<file path="config.mk">
export PLATFORM = sky130hd
export DESIGN_NAME = frbg_rate_gen
export DESIGN_NICKNAME = d
export VERILOG_FILES = /design/src/core/frbg_pkg.sv /design/src/core/frbg_rate_gen.sv /design/src/core/frbg_chan_div.sv
export SDC_FILE = /design/constraint.sdc
export NUM_CORES = 1
export LEC_CHECK = 0
export ABC_AREA = 1
export BUFFER_PORTS_ARGS = -buffer_cell sky130_fd_sc_hd__buf_2
export CORE_MARGIN = 2
export CORE_UTILIZATION = 51
export CTS_CLUSTER_DIAMETER = 60
export DETAILED_ROUTE_END_ITERATION = 7
export MAX_ROUTING_LAYER = met4
export PLACE_DENSITY = 0.76
export SKIP_LAST_GASP = 1
export SLEW_MARGIN = 20
export SYNTH_ARGS = -nofsm -noshare
export SYNTH_HDL_FRONTEND = slang
export SYNTH_SLANG_ARGS = --single-unit
</file>
<file path="constraint.sdc">
create_clock -name clk_sys -period 3.46 [get_ports clk_sys]
set_clock_uncertainty 0.05 [all_clocks]
set_input_delay 0.692 -clock clk_sys [delete_from_list [all_inputs] [get_ports clk_sys]]
set_output_delay 0.692 -clock clk_sys [all_outputs]
set_load 0.02 [all_outputs]
</file>
<file path="src/core/frbg_pkg.sv">
// frbg_pkg: constants shared by the rate generator files.
// assumes: one system clock; the divisor registers are loaded through a plain write port.
package frbg_pkg;
  // reset values of the divisor registers
  localparam logic [7:0] DIV_LOW_RESET  = 8'h01;
  localparam logic [7:0] DIV_HIGH_RESET = 8'h00;
  localparam logic [7:0] DIV_FRAC_RESET = 8'h00;
  // register selects on the write/read port
  localparam logic [1:0] SEL_DIV_LOW    = 2'h0;
  localparam logic [1:0] SEL_DIV_HIGH   = 2'h1;
  localparam logic [1:0] SEL_DIV_FRAC   = 2'h2;
  localparam logic [1:0] SEL_HANDSHAKE  = 2'h3;
  // field positions
  localparam int FRAC_LSB     = 0;
  localparam int FRAC_W       = 4;
  localparam int SAMP_LSB     = 4;
  localparam int PRESCALE_BIT = 7;
  // sampling-ratio codes of the fraction register
  localparam logic [1:0] SAMP_16X = 2'h0;
  localparam logic [1:0] SAMP_8X  = 2'h1;
  localparam logic [1:0] SAMP_4X  = 2'h2;
  // sampling ticks per bit
  localparam logic [4:0] TICKS_16X = 5'h10;
  localparam logic [4:0] TICKS_8X  = 5'h08;
  localparam logic [4:0] TICKS_4X  = 5'h04;
  // last prescaler count when enabled; the prescaler divides by four
  localparam logic [1:0] PRESCALE_LAST = 2'h3;
  // reset pulse width and its cycle count at 20 MHz
  localparam int RESET_MIN_NS  = 40;
  localparam int CLK_PERIOD_NS = 50;
  localparam int RESET_MIN_CYC =
    (RESET_MIN_NS + CLK_PERIOD_NS - 1) / CLK_PERIOD_NS < 1 ? 1 :
    (RESET_MIN_NS + CLK_PERIOD_NS - 1) / CLK_PERIOD_NS;
endpackage

</file>
<file path="src/core/frbg_rate_gen.sv">
// frbg_rate_gen: per-channel rate generator with divisor registers.
// assumes: register writes arrive as single-cycle strobes on clk_sys;
// the host port decodes combinationally but its registers and read data are clocked by clk_sys, the oscillator clock.
// Notes on behaviour
// - reset restores all registers and outputs
// - each channel owns prescaler and generator
// - handshake bit seven picks divide 1/4
// - divisor one to 65535.9375 in sixteenths
// - reset divisor is exactly one
// - low/high bytes integer, fraction separate
// - low nibble adds sixteenths zero to 15
// - bits 5:4 pick 16X, 8X, 4X
// - sampling tick drives transmit and receive
// - prescaler quarters the resulting data rate
// - 8X odd fraction gives 1/16 jitter
// - 4X odd fraction gives 1/8 jitter
// - host port runs on the oscillator clock
// - bit lasts 16, 8 or 4 ticks
module frbg_rate_gen #(
  parameter int NUM_CH = 2,
  parameter int INT_W  = 16
) (
  input  wire logic              clk_sys,
  input  wire logic              reset_n,
  input  wire logic              reg_wr,
  input  wire logic [1:0]        reg_sel,
  input  wire logic [0:0]        reg_ch,
  input  wire logic [7:0]        reg_wdata,
  output logic      [7:0]        reg_rdata,
  output logic      [NUM_CH-1:0] samp_tick,
  output logic      [NUM_CH-1:0] bit_tick,
  output logic      [NUM_CH-1:0] bit_mid
);
  logic [7:0] div_low_r  [NUM_CH];
  logic [7:0] div_high_r [NUM_CH];
  logic [7:0] div_frac_r [NUM_CH];
  logic [7:0] hs_ctrl_r  [NUM_CH];
  logic [7:0] rdata_r, rdata_nxt;

  // ticks per bit for a sampling code
  function automatic logic [4:0] ticks_per_bit(input logic [1:0] code);
    unique case (code)
      frbg_pkg::SAMP_8X: ticks_per_bit = frbg_pkg::TICKS_8X;
      frbg_pkg::SAMP_4X: ticks_per_bit = frbg_pkg::TICKS_4X;
      default:           ticks_per_bit = frbg_pkg::TICKS_16X;
    endcase
  endfunction

  // port needs no divider
  // register read path; the host may read any register in any cycle
  always_comb begin
    unique case (reg_sel)
      frbg_pkg::SEL_DIV_LOW:  rdata_nxt = div_low_r[reg_ch];
      frbg_pkg::SEL_DIV_HIGH: rdata_nxt = div_high_r[reg_ch];
      frbg_pkg::SEL_DIV_FRAC: rdata_nxt = div_frac_r[reg_ch];
      default:                rdata_nxt = hs_ctrl_r[reg_ch];
    endcase
  end

  always_ff @(posedge clk_sys or negedge reset_n) begin
    if (!reset_n) begin
      rdata_r <= 8'h00;
    end else begin
      rdata_r <= rdata_nxt;
    end
  end
  assign reg_rdata = rdata_r;

  genvar c;
  generate
    for (c = 0; c < NUM_CH; c++) begin : g_ch
      logic [7:0] low_nxt, high_nxt, frac_nxt, hs_nxt;
      logic       tick;
      logic [4:0] bcnt_r, bcnt_nxt;
      logic       btick_r, btick_nxt, bmid_r, bmid_nxt, stick_r;
      logic [4:0] tpb;
      logic       sel_me;

      assign sel_me = reg_wr && (reg_ch == 1'(c));

      always_comb begin
        low_nxt  = div_low_r[c];
        high_nxt = div_high_r[c];
        frac_nxt = div_frac_r[c];
        hs_nxt   = hs_ctrl_r[c];
        if (sel_me) begin
          unique case (reg_sel)
            frbg_pkg::SEL_DIV_LOW:  low_nxt  = reg_wdata;
            frbg_pkg::SEL_DIV_HIGH: high_nxt = reg_wdata;
            frbg_pkg::SEL_DIV_FRAC: frac_nxt = reg_wdata;
            default:                hs_nxt   = reg_wdata;
          endcase
        end
      end

      always_ff @(posedge clk_sys or negedge reset_n) begin
        if (!reset_n) begin
          div_low_r[c]  <= frbg_pkg::DIV_LOW_RESET;
          div_high_r[c] <= frbg_pkg::DIV_HIGH_RESET;
          div_frac_r[c] <= frbg_pkg::DIV_FRAC_RESET;
          hs_ctrl_r[c]  <= 8'h00;
        end else begin
          div_low_r[c]  <= low_nxt;
          div_high_r[c] <= high_nxt;
          div_frac_r[c] <= frac_nxt;
          hs_ctrl_r[c]  <= hs_nxt;
        end
      end

      frbg_chan_div #(
        .INT_W (INT_W)
      ) u_div (
        .clk_sys     (clk_sys),
        .reset_n     (reset_n),
        .prescale_en (hs_ctrl_r[c][frbg_pkg::PRESCALE_BIT]),
        .div_int     (INT_W'({div_high_r[c], div_low_r[c]})),
        .div_frac    (div_frac_r[c][frbg_pkg::FRAC_LSB +: frbg_pkg::FRAC_W]),
        .samp_tick   (tick)
      );

      assign tpb = ticks_per_bit(div_frac_r[c][frbg_pkg::SAMP_LSB +: 2]);

      always_comb begin
        bcnt_nxt  = bcnt_r;
        btick_nxt = 1'b0;
        bmid_nxt  = 1'b0;
        if (tick) begin
          if (bcnt_r + 5'h01 >= tpb) begin
            bcnt_nxt  = 5'h00;
            btick_nxt = 1'b1;
          end else begin
            bcnt_nxt  = bcnt_r + 5'h01;
          end
          // receiver samples at the bit centre
          bmid_nxt = (bcnt_r == (tpb >> 1));
        end
      end

      always_ff @(posedge clk_sys or negedge reset_n) begin
        if (!reset_n) begin
          bcnt_r  <= 5'h00;
          btick_r <= 1'b0;
          bmid_r  <= 1'b0;
          stick_r <= 1'b0;
        end else begin
          bcnt_r  <= bcnt_nxt;
          btick_r <= btick_nxt;
          bmid_r  <= bmid_nxt;
          stick_r <= tick;
        end
      end

      assign samp_tick[c] = stick_r;
      assign bit_tick[c]  = btick_r;
      assign bit_mid[c]   = bmid_r;
    end
  endgenerate
endmodule

</file>
<file path="src/core/frbg_chan_div.sv">
// frbg_chan_div: one channel's prescaler and fractional divisor.
// assumes: clk_sys is the oscillator clock; settings come from registers.
module frbg_chan_div #(
  parameter int INT_W = 16
) (
  input  wire logic             clk_sys,
  input  wire logic             reset_n,
  input  wire logic             prescale_en,
  input  wire logic [INT_W-1:0] div_int,
  input  wire logic [3:0]       div_frac,
  output logic                  samp_tick
);
  logic [1:0]       pre_cnt_r, pre_cnt_nxt;
  logic             pre_tick;
  logic [INT_W-1:0] cnt_r, cnt_nxt;
  logic             stretch_r, stretch_nxt;
  logic [3:0]       phase_r, phase_nxt;
  logic             tick_r, tick_nxt;
  logic [4:0]       acc;

  assign pre_tick = !prescale_en || (pre_cnt_r == frbg_pkg::PRESCALE_LAST);
  assign samp_tick = tick_r;

  always_comb begin
    pre_cnt_nxt = prescale_en ? pre_cnt_r + 2'h1 : 2'h0;
    cnt_nxt     = cnt_r;
    stretch_nxt = stretch_r;
    phase_nxt   = phase_r;
    tick_nxt    = 1'b0;
    acc         = {1'b0, phase_r} + {1'b0, div_frac};
    if (pre_tick) begin
      if (cnt_r > INT_W'(1)) begin
        cnt_nxt = cnt_r - 1'b1;
      end else if (stretch_r) begin
        stretch_nxt = 1'b0;
      end else begin
        tick_nxt    = 1'b1;
        cnt_nxt     = (div_int == '0) ? INT_W'(1) : div_int;
        phase_nxt   = acc[3:0];
        stretch_nxt = acc[4];
      end
    end
  end

  always_ff @(posedge clk_sys or negedge reset_n) begin
    if (!reset_n) begin
      pre_cnt_r <= 2'h0;
      cnt_r     <= INT_W'(1);
      stretch_r <= 1'b0;
      phase_r   <= 4'h0;
      tick_r    <= 1'b0;
    end else begin
      pre_cnt_r <= pre_cnt_nxt;
      cnt_r     <= cnt_nxt;
      stretch_r <= stretch_nxt;
      phase_r   <= phase_nxt;
      tick_r    <= tick_nxt;
    end
  end
endmodule

</file>
After elaboration in Yosys (flattened, before gate mapping) --
Cells that the tools add are included. W data, S select, Z words.
Operators by class: add/sub/neg operators 8, $mul 0, reduce and logical (&&, ||, !) cells 24, divide/modulo/power cells 0, muxes and demuxes 39, order comparisons 5, eq/ne operators 12, shift operators 0, bitwise gates (word level) 7
Operators with widths (count):
- $mux W16 | 6
- $mux W8 | 12
- $gt A16 B1 Y1 const B | 2
- $logic_not A16 Y1 | 2
- $sub A16 B1 Y16 const B | 2
- $pmux W8 S3 | 1
- $reduce_and A2 Y1 | 12
- $pmux W5 S2 | 2
- $mux W1 | 14
- $add A4 B4 Y5 | 2
- $add A5 B1 Y5 const B | 2
- $eq A2 B2 Y1 const B | 5
- $eq A5 B4 Y1 | 2
- $ge A5 B5 Y1 | 2
- $mux W5 | 2
- $eq A2 B1 Y1 const B | 3
- $not A1 Y1 | 6
- $reduce_and A3 Y1 | 2
- $add A2 B1 Y2 const B | 2
- $mux W2 | 2
- $ne A2 B2 Y1 const B | 2
- $reduce_or A3 Y1 | 1
- $ge A2 B2 Y1 const B | 1
- $logic_and A1 B1 Y1 | 2
- other kinds (4) | 6
Word-level totals: memories kept 0, logic and storage cells 122, register bits 136, bits of input ports 14, bits in latches 0, bits in writable memories 0, memory bits (read-only) 0

Depth between registers and ports, before layout --
depth after elaboration 5, gate-level depth with buffers 12

Cells and area by module --
From an unflattened synthesis, not the netlist that was laid out.
Second synthesis, totals: cell total of the unflattened synthesis 1080, area total of the unflattened synthesis 8136.6 um2
Modules (own cells, without submodules):
- frbg_rate_gen | sequential area each 2204.6 um2, area an instance 4438.0 um2, cells each 514, times used 1
- frbg_chan_div | sequential area each 601.8 um2, area an instance 1849.3 um2, cells each 283, times used 2

Least setup slack after synthesis --
No wires, ideal clock.
path type reg2reg, from reg g_ch[1].bcnt_r[1], to reg g_ch[1].bcnt_r[1], path slack 1542 ps, arrival time 1785 ps, clock period less this slack 1918 ps, stages on the path, launching flop included 10, cell sequence dfrtp_1 > ha_1 > nand3_1 > xor2_1 > ha_1 > nand2_1 > nor2_1 > a211oi_1 > nand2_1 > o21ai_0
On the way: longest elaborated chain between the ends 3
Ends and longest elaborated chain:
- from (decl) | RTL line frbg_rate_gen.sv:74 | logic [4:0] bcnt_r, bcnt_nxt;
- from (signal assigned) | RTL line frbg_rate_gen.sv:146 | bcnt_r <= bcnt_nxt;
- $add A5 B1 Y5 (*) | RTL line frbg_rate_gen.sv:128, frbg_rate_gen.sv:132
- $ge A5 B5 Y1 | RTL line frbg_rate_gen.sv:128 | if (bcnt_r + 5'h01 >= tpb) begin
- $mux W5 (*) | RTL line frbg_rate_gen.sv:128
Every way passes the cells marked *; elsewhere a longest branch is shown, timed or not. A chain may end at the register's enable or synchronous reset.

Worst setup path in the final report --
from in reg_ch, to reg rdata_r[3], in the netlist reg_rdata[3]
On the way: longest elaborated chain between the ends 5, elaborated cells between the ends (all ways) 14, those cells by class mux (13); bitwise (1)
Ends and longest elaborated chain:
- from (decl) | RTL line frbg_rate_gen.sv:27 | input wire logic [0:0] reg_ch,
- $not A1 Y2 (not written as such) (*)
- $mux W8, on equally long branches (3 in a row)
- $pmux W8 S3 (*) | RTL line frbg_rate_gen.sv:52 | unique case (reg_sel)
- named net rdata_nxt[3] | RTL line frbg_rate_gen.sv:38 | logic [7:0] rdata_r, rdata_nxt;
- to (signal assigned) | RTL line frbg_rate_gen.sv:64 | rdata_r <= rdata_nxt;
- to (decl) | RTL line frbg_rate_gen.sv:38
The timed path passes the listed nets; every way through them passes the cells marked *. The select of a mux whose other input is x is not followed.

==> metrics.cfg <==
[timing]
rsz0062_at_grt=no
finalCriticalPeriod_ps=2270
finalHoldViolCount=0
tns_ps=0
fmax_mhz=441
post-route-period-util=0.656
worstMarginPinSlew_ps=869
slew_headroom=0.418
drv_slew=0
setup_viol=0

[route]
drt_iter0_markers=594
routedWlPerCell_um=15.2
post-route-drc-count=0
dr_total_vias=6483
viasPerCell=5.35
dr.pass1.iters=5
postRouteAntennaNets=0
routed_wl_um=18400

[global_routing]
antenna_found_initial=0
grt_pass1_wl_um=30700
grt_pass1_vias=6057
grt.total_usage=0.250
overflow=0
grt_max_degree=76

[worst_setup_path]
reg2reg_to=g_ch[1].bcnt_r[2]
cp-endpoint=reg_rdata[3]
critical_path_required_ps=3690
worstPathArrival_ps=2500
worstSetupEndpointType=flip-flop
worstSetupPathType=primary input to flip-flop
worstPathMaxFanout=41
critPathLaunch=reg_ch
cp-start-kind=primary input
r2r_cells=9
r2r_start=g_ch[1].bcnt_r[1]
reg2reg_slack_ps=1250

[die]
rows=44
io_pins=28
die_w_um=126
die_height_um=126
die-area_um2=15900
initial_core_util=0.523
coreArea_um2=14500

[power]
power.density_nw_per_um2=759
leakage_nw=4.32
peakVddDrop_uv=467

[yosys]
synthDistinctLibCells=37
synth_nets=1041
syn_avg_cell_area_um2=7.63
yosys_most_used_dff=dfrtp_1
async_flop_share=1.00
synth-edff-count=0
ys_ff_latch=136
ys_warn_count=0
yosysSeqAreaShare=0.448
synth_cells=997
syn_area_um2=7600

[hold_path]
hp-class=primary input to asynchronous set/reset pin

[layout]
layout-drive-gt1-share=0.0935
multiInputGateArea_um2=3650
n_antenna_cell=0
fillers=1314
design_area_um2=8440
ff_latch_area_um2=3410
final_cell_mix=nand2_1, dfrtp_1, o21ai_0
final_common_cell=nand2_1
nets=1059
area_growth_pct=10.9

[clock_network]
cts_setup_buffers=0
cts.sink_count=136
cts_root_buf=clkbuf_16
numCtsBuffers=17
cts_tree=done
ctsResizeCount=0
path_clk_slew_ps=60
clk_latency_ps=420
cts_hold_buf=0
cts_buffer_depth=2
htree_levels=4

[placement]
port_buffers=27
dp_hpwl_um=12800
gp_congestion=0.939
placement.cell_area_um2=7820

[job]
cap_violations=0

[outcome]
status=finished, final reports clean

-- cell usage after synthesis, types with 2 or more instances --
cell,count,area (um^2)
nand2_1,367,1380
dfrtp_1,132,3300
o21ai_0,94,470
inv_1,89,334
nor2_1,88,330
nand3_1,33,165
ha_1,28,350
o21ai_1,17,85.1
xor2_1,15,131
a21oi_1,12,60.1
clkbuf_1,12,45.0
o211ai_1,12,90.1
buf_4,9,67.6
nor2_2,9,56.3
nand4_1,8,50.1
o2111ai_1,8,70.1
xnor2_1,8,70.1
nand2_2,6,37.5
buf_6,5,56.3
a211oi_1,4,30.0
buf_2,4,20.0
dfstp_2,4,105
inv_2,4,15.0
nand3_2,4,40.0
nand3b_1,4,30.0
o22ai_1,4,25.0
fa_1,2,40.0
nand2_4,2,22.5
nand3_4,2,35.0
nor2_4,2,22.5
nor4_1,2,12.5
o21a_1,2,15.0
-- worst max-delay path, cell delays in order --
cell	delay, ps
buf_2	510
clkinv_1	700
o21a_1	360
o21ai_0	70
o2111ai_1	140
-- final cells by class --
type / instances / area share
multi-input cells: 736 / 0.432
inverters: 95 / 0.0426
repair buffers: 29 / 0.0200
flip-flops and latches: 136 / 0.404
clock inverters: 14 / 0.0233
well taps: 184 / 0.0273
clock buffers: 17 / 0.0504
-- per-layer routing --
metal	vias up	wire length (um)	GRT usage
li1	3221	-	-
met2	220	8260	0.367
met3	39	1230	0.0535
met4	0	431	0.0853
met5	-	0	-
met1	3003	8450	0.346
-- worst min-delay path by stage --
stage	startpoint	end	slack [ps]	depth (start not counted)
final	reset_n	g_ch[1].u_div.cnt_r[14]	240	1
after global routing	reset_n	g_ch[1].u_div.cnt_r[14]	280	1
after CTS	reset_n	g_ch[1].u_div.cnt_r[14]	260	1
after detailed placement	g_ch[0].bcnt_r[4]	g_ch[0].bmid_r	370	1
after global placement	g_ch[0].u_div.pre_cnt_r[0]	g_ch[0].u_div.pre_cnt_r[0]	370	1
after floorplan	g_ch[1].u_div.samp_tick	g_ch[1].stick_r	300	0
-- cells by family after synthesis --
logic type,after synthesis,share of synthesized area
AND/OR/NAND/NOR,530,0.291
flip-flops,136,0.448
buffers and inverters,125,0.0721
XOR/XNOR,23,0.0265
adder cells (fa/ha/maj),30,0.0513
AO/OA/AOI/OAI,153,0.111
-- where the power goes --
group          switching (mW)  internal, mW
Sequential              0.451          2.00
Clock                   0.724          1.21
Combinational            1.28         0.735
Total                    2.45          3.95
-- state kept, by name (all words and copies together) (netlist names) --
name,flops
div_low_r,16
g_ch.u_div.stretch_r,2
div_high_r,16
reg_rdata,8
g_ch.u_div.phase_r,8
g_ch.u_div.cnt_r,32
hs_ctrl_r,16
g_ch.stick_r,2
g_ch.btick_r,2
g_ch.bmid_r,2
div_frac_r,16
g_ch.u_div.samp_tick,2
g_ch.u_div.pre_cnt_r,4
g_ch.bcnt_r,10
-- stage by stage --
stage	power, mW	setup WS (ps)	utilization	std cells	hold WS (ps)
final	6.40	1190	0.580	1211	236
after CTS	6.41	1240	0.580	1211	259
after floorplan	3.96	1540	-	997	302
after global placement	4.39	893	0.538	1180	370
after detailed placement	4.46	815	0.538	1180	370
after global routing	6.90	1010	0.580	1211	282
Note: power is estimated with default switching activity, not from simulation.
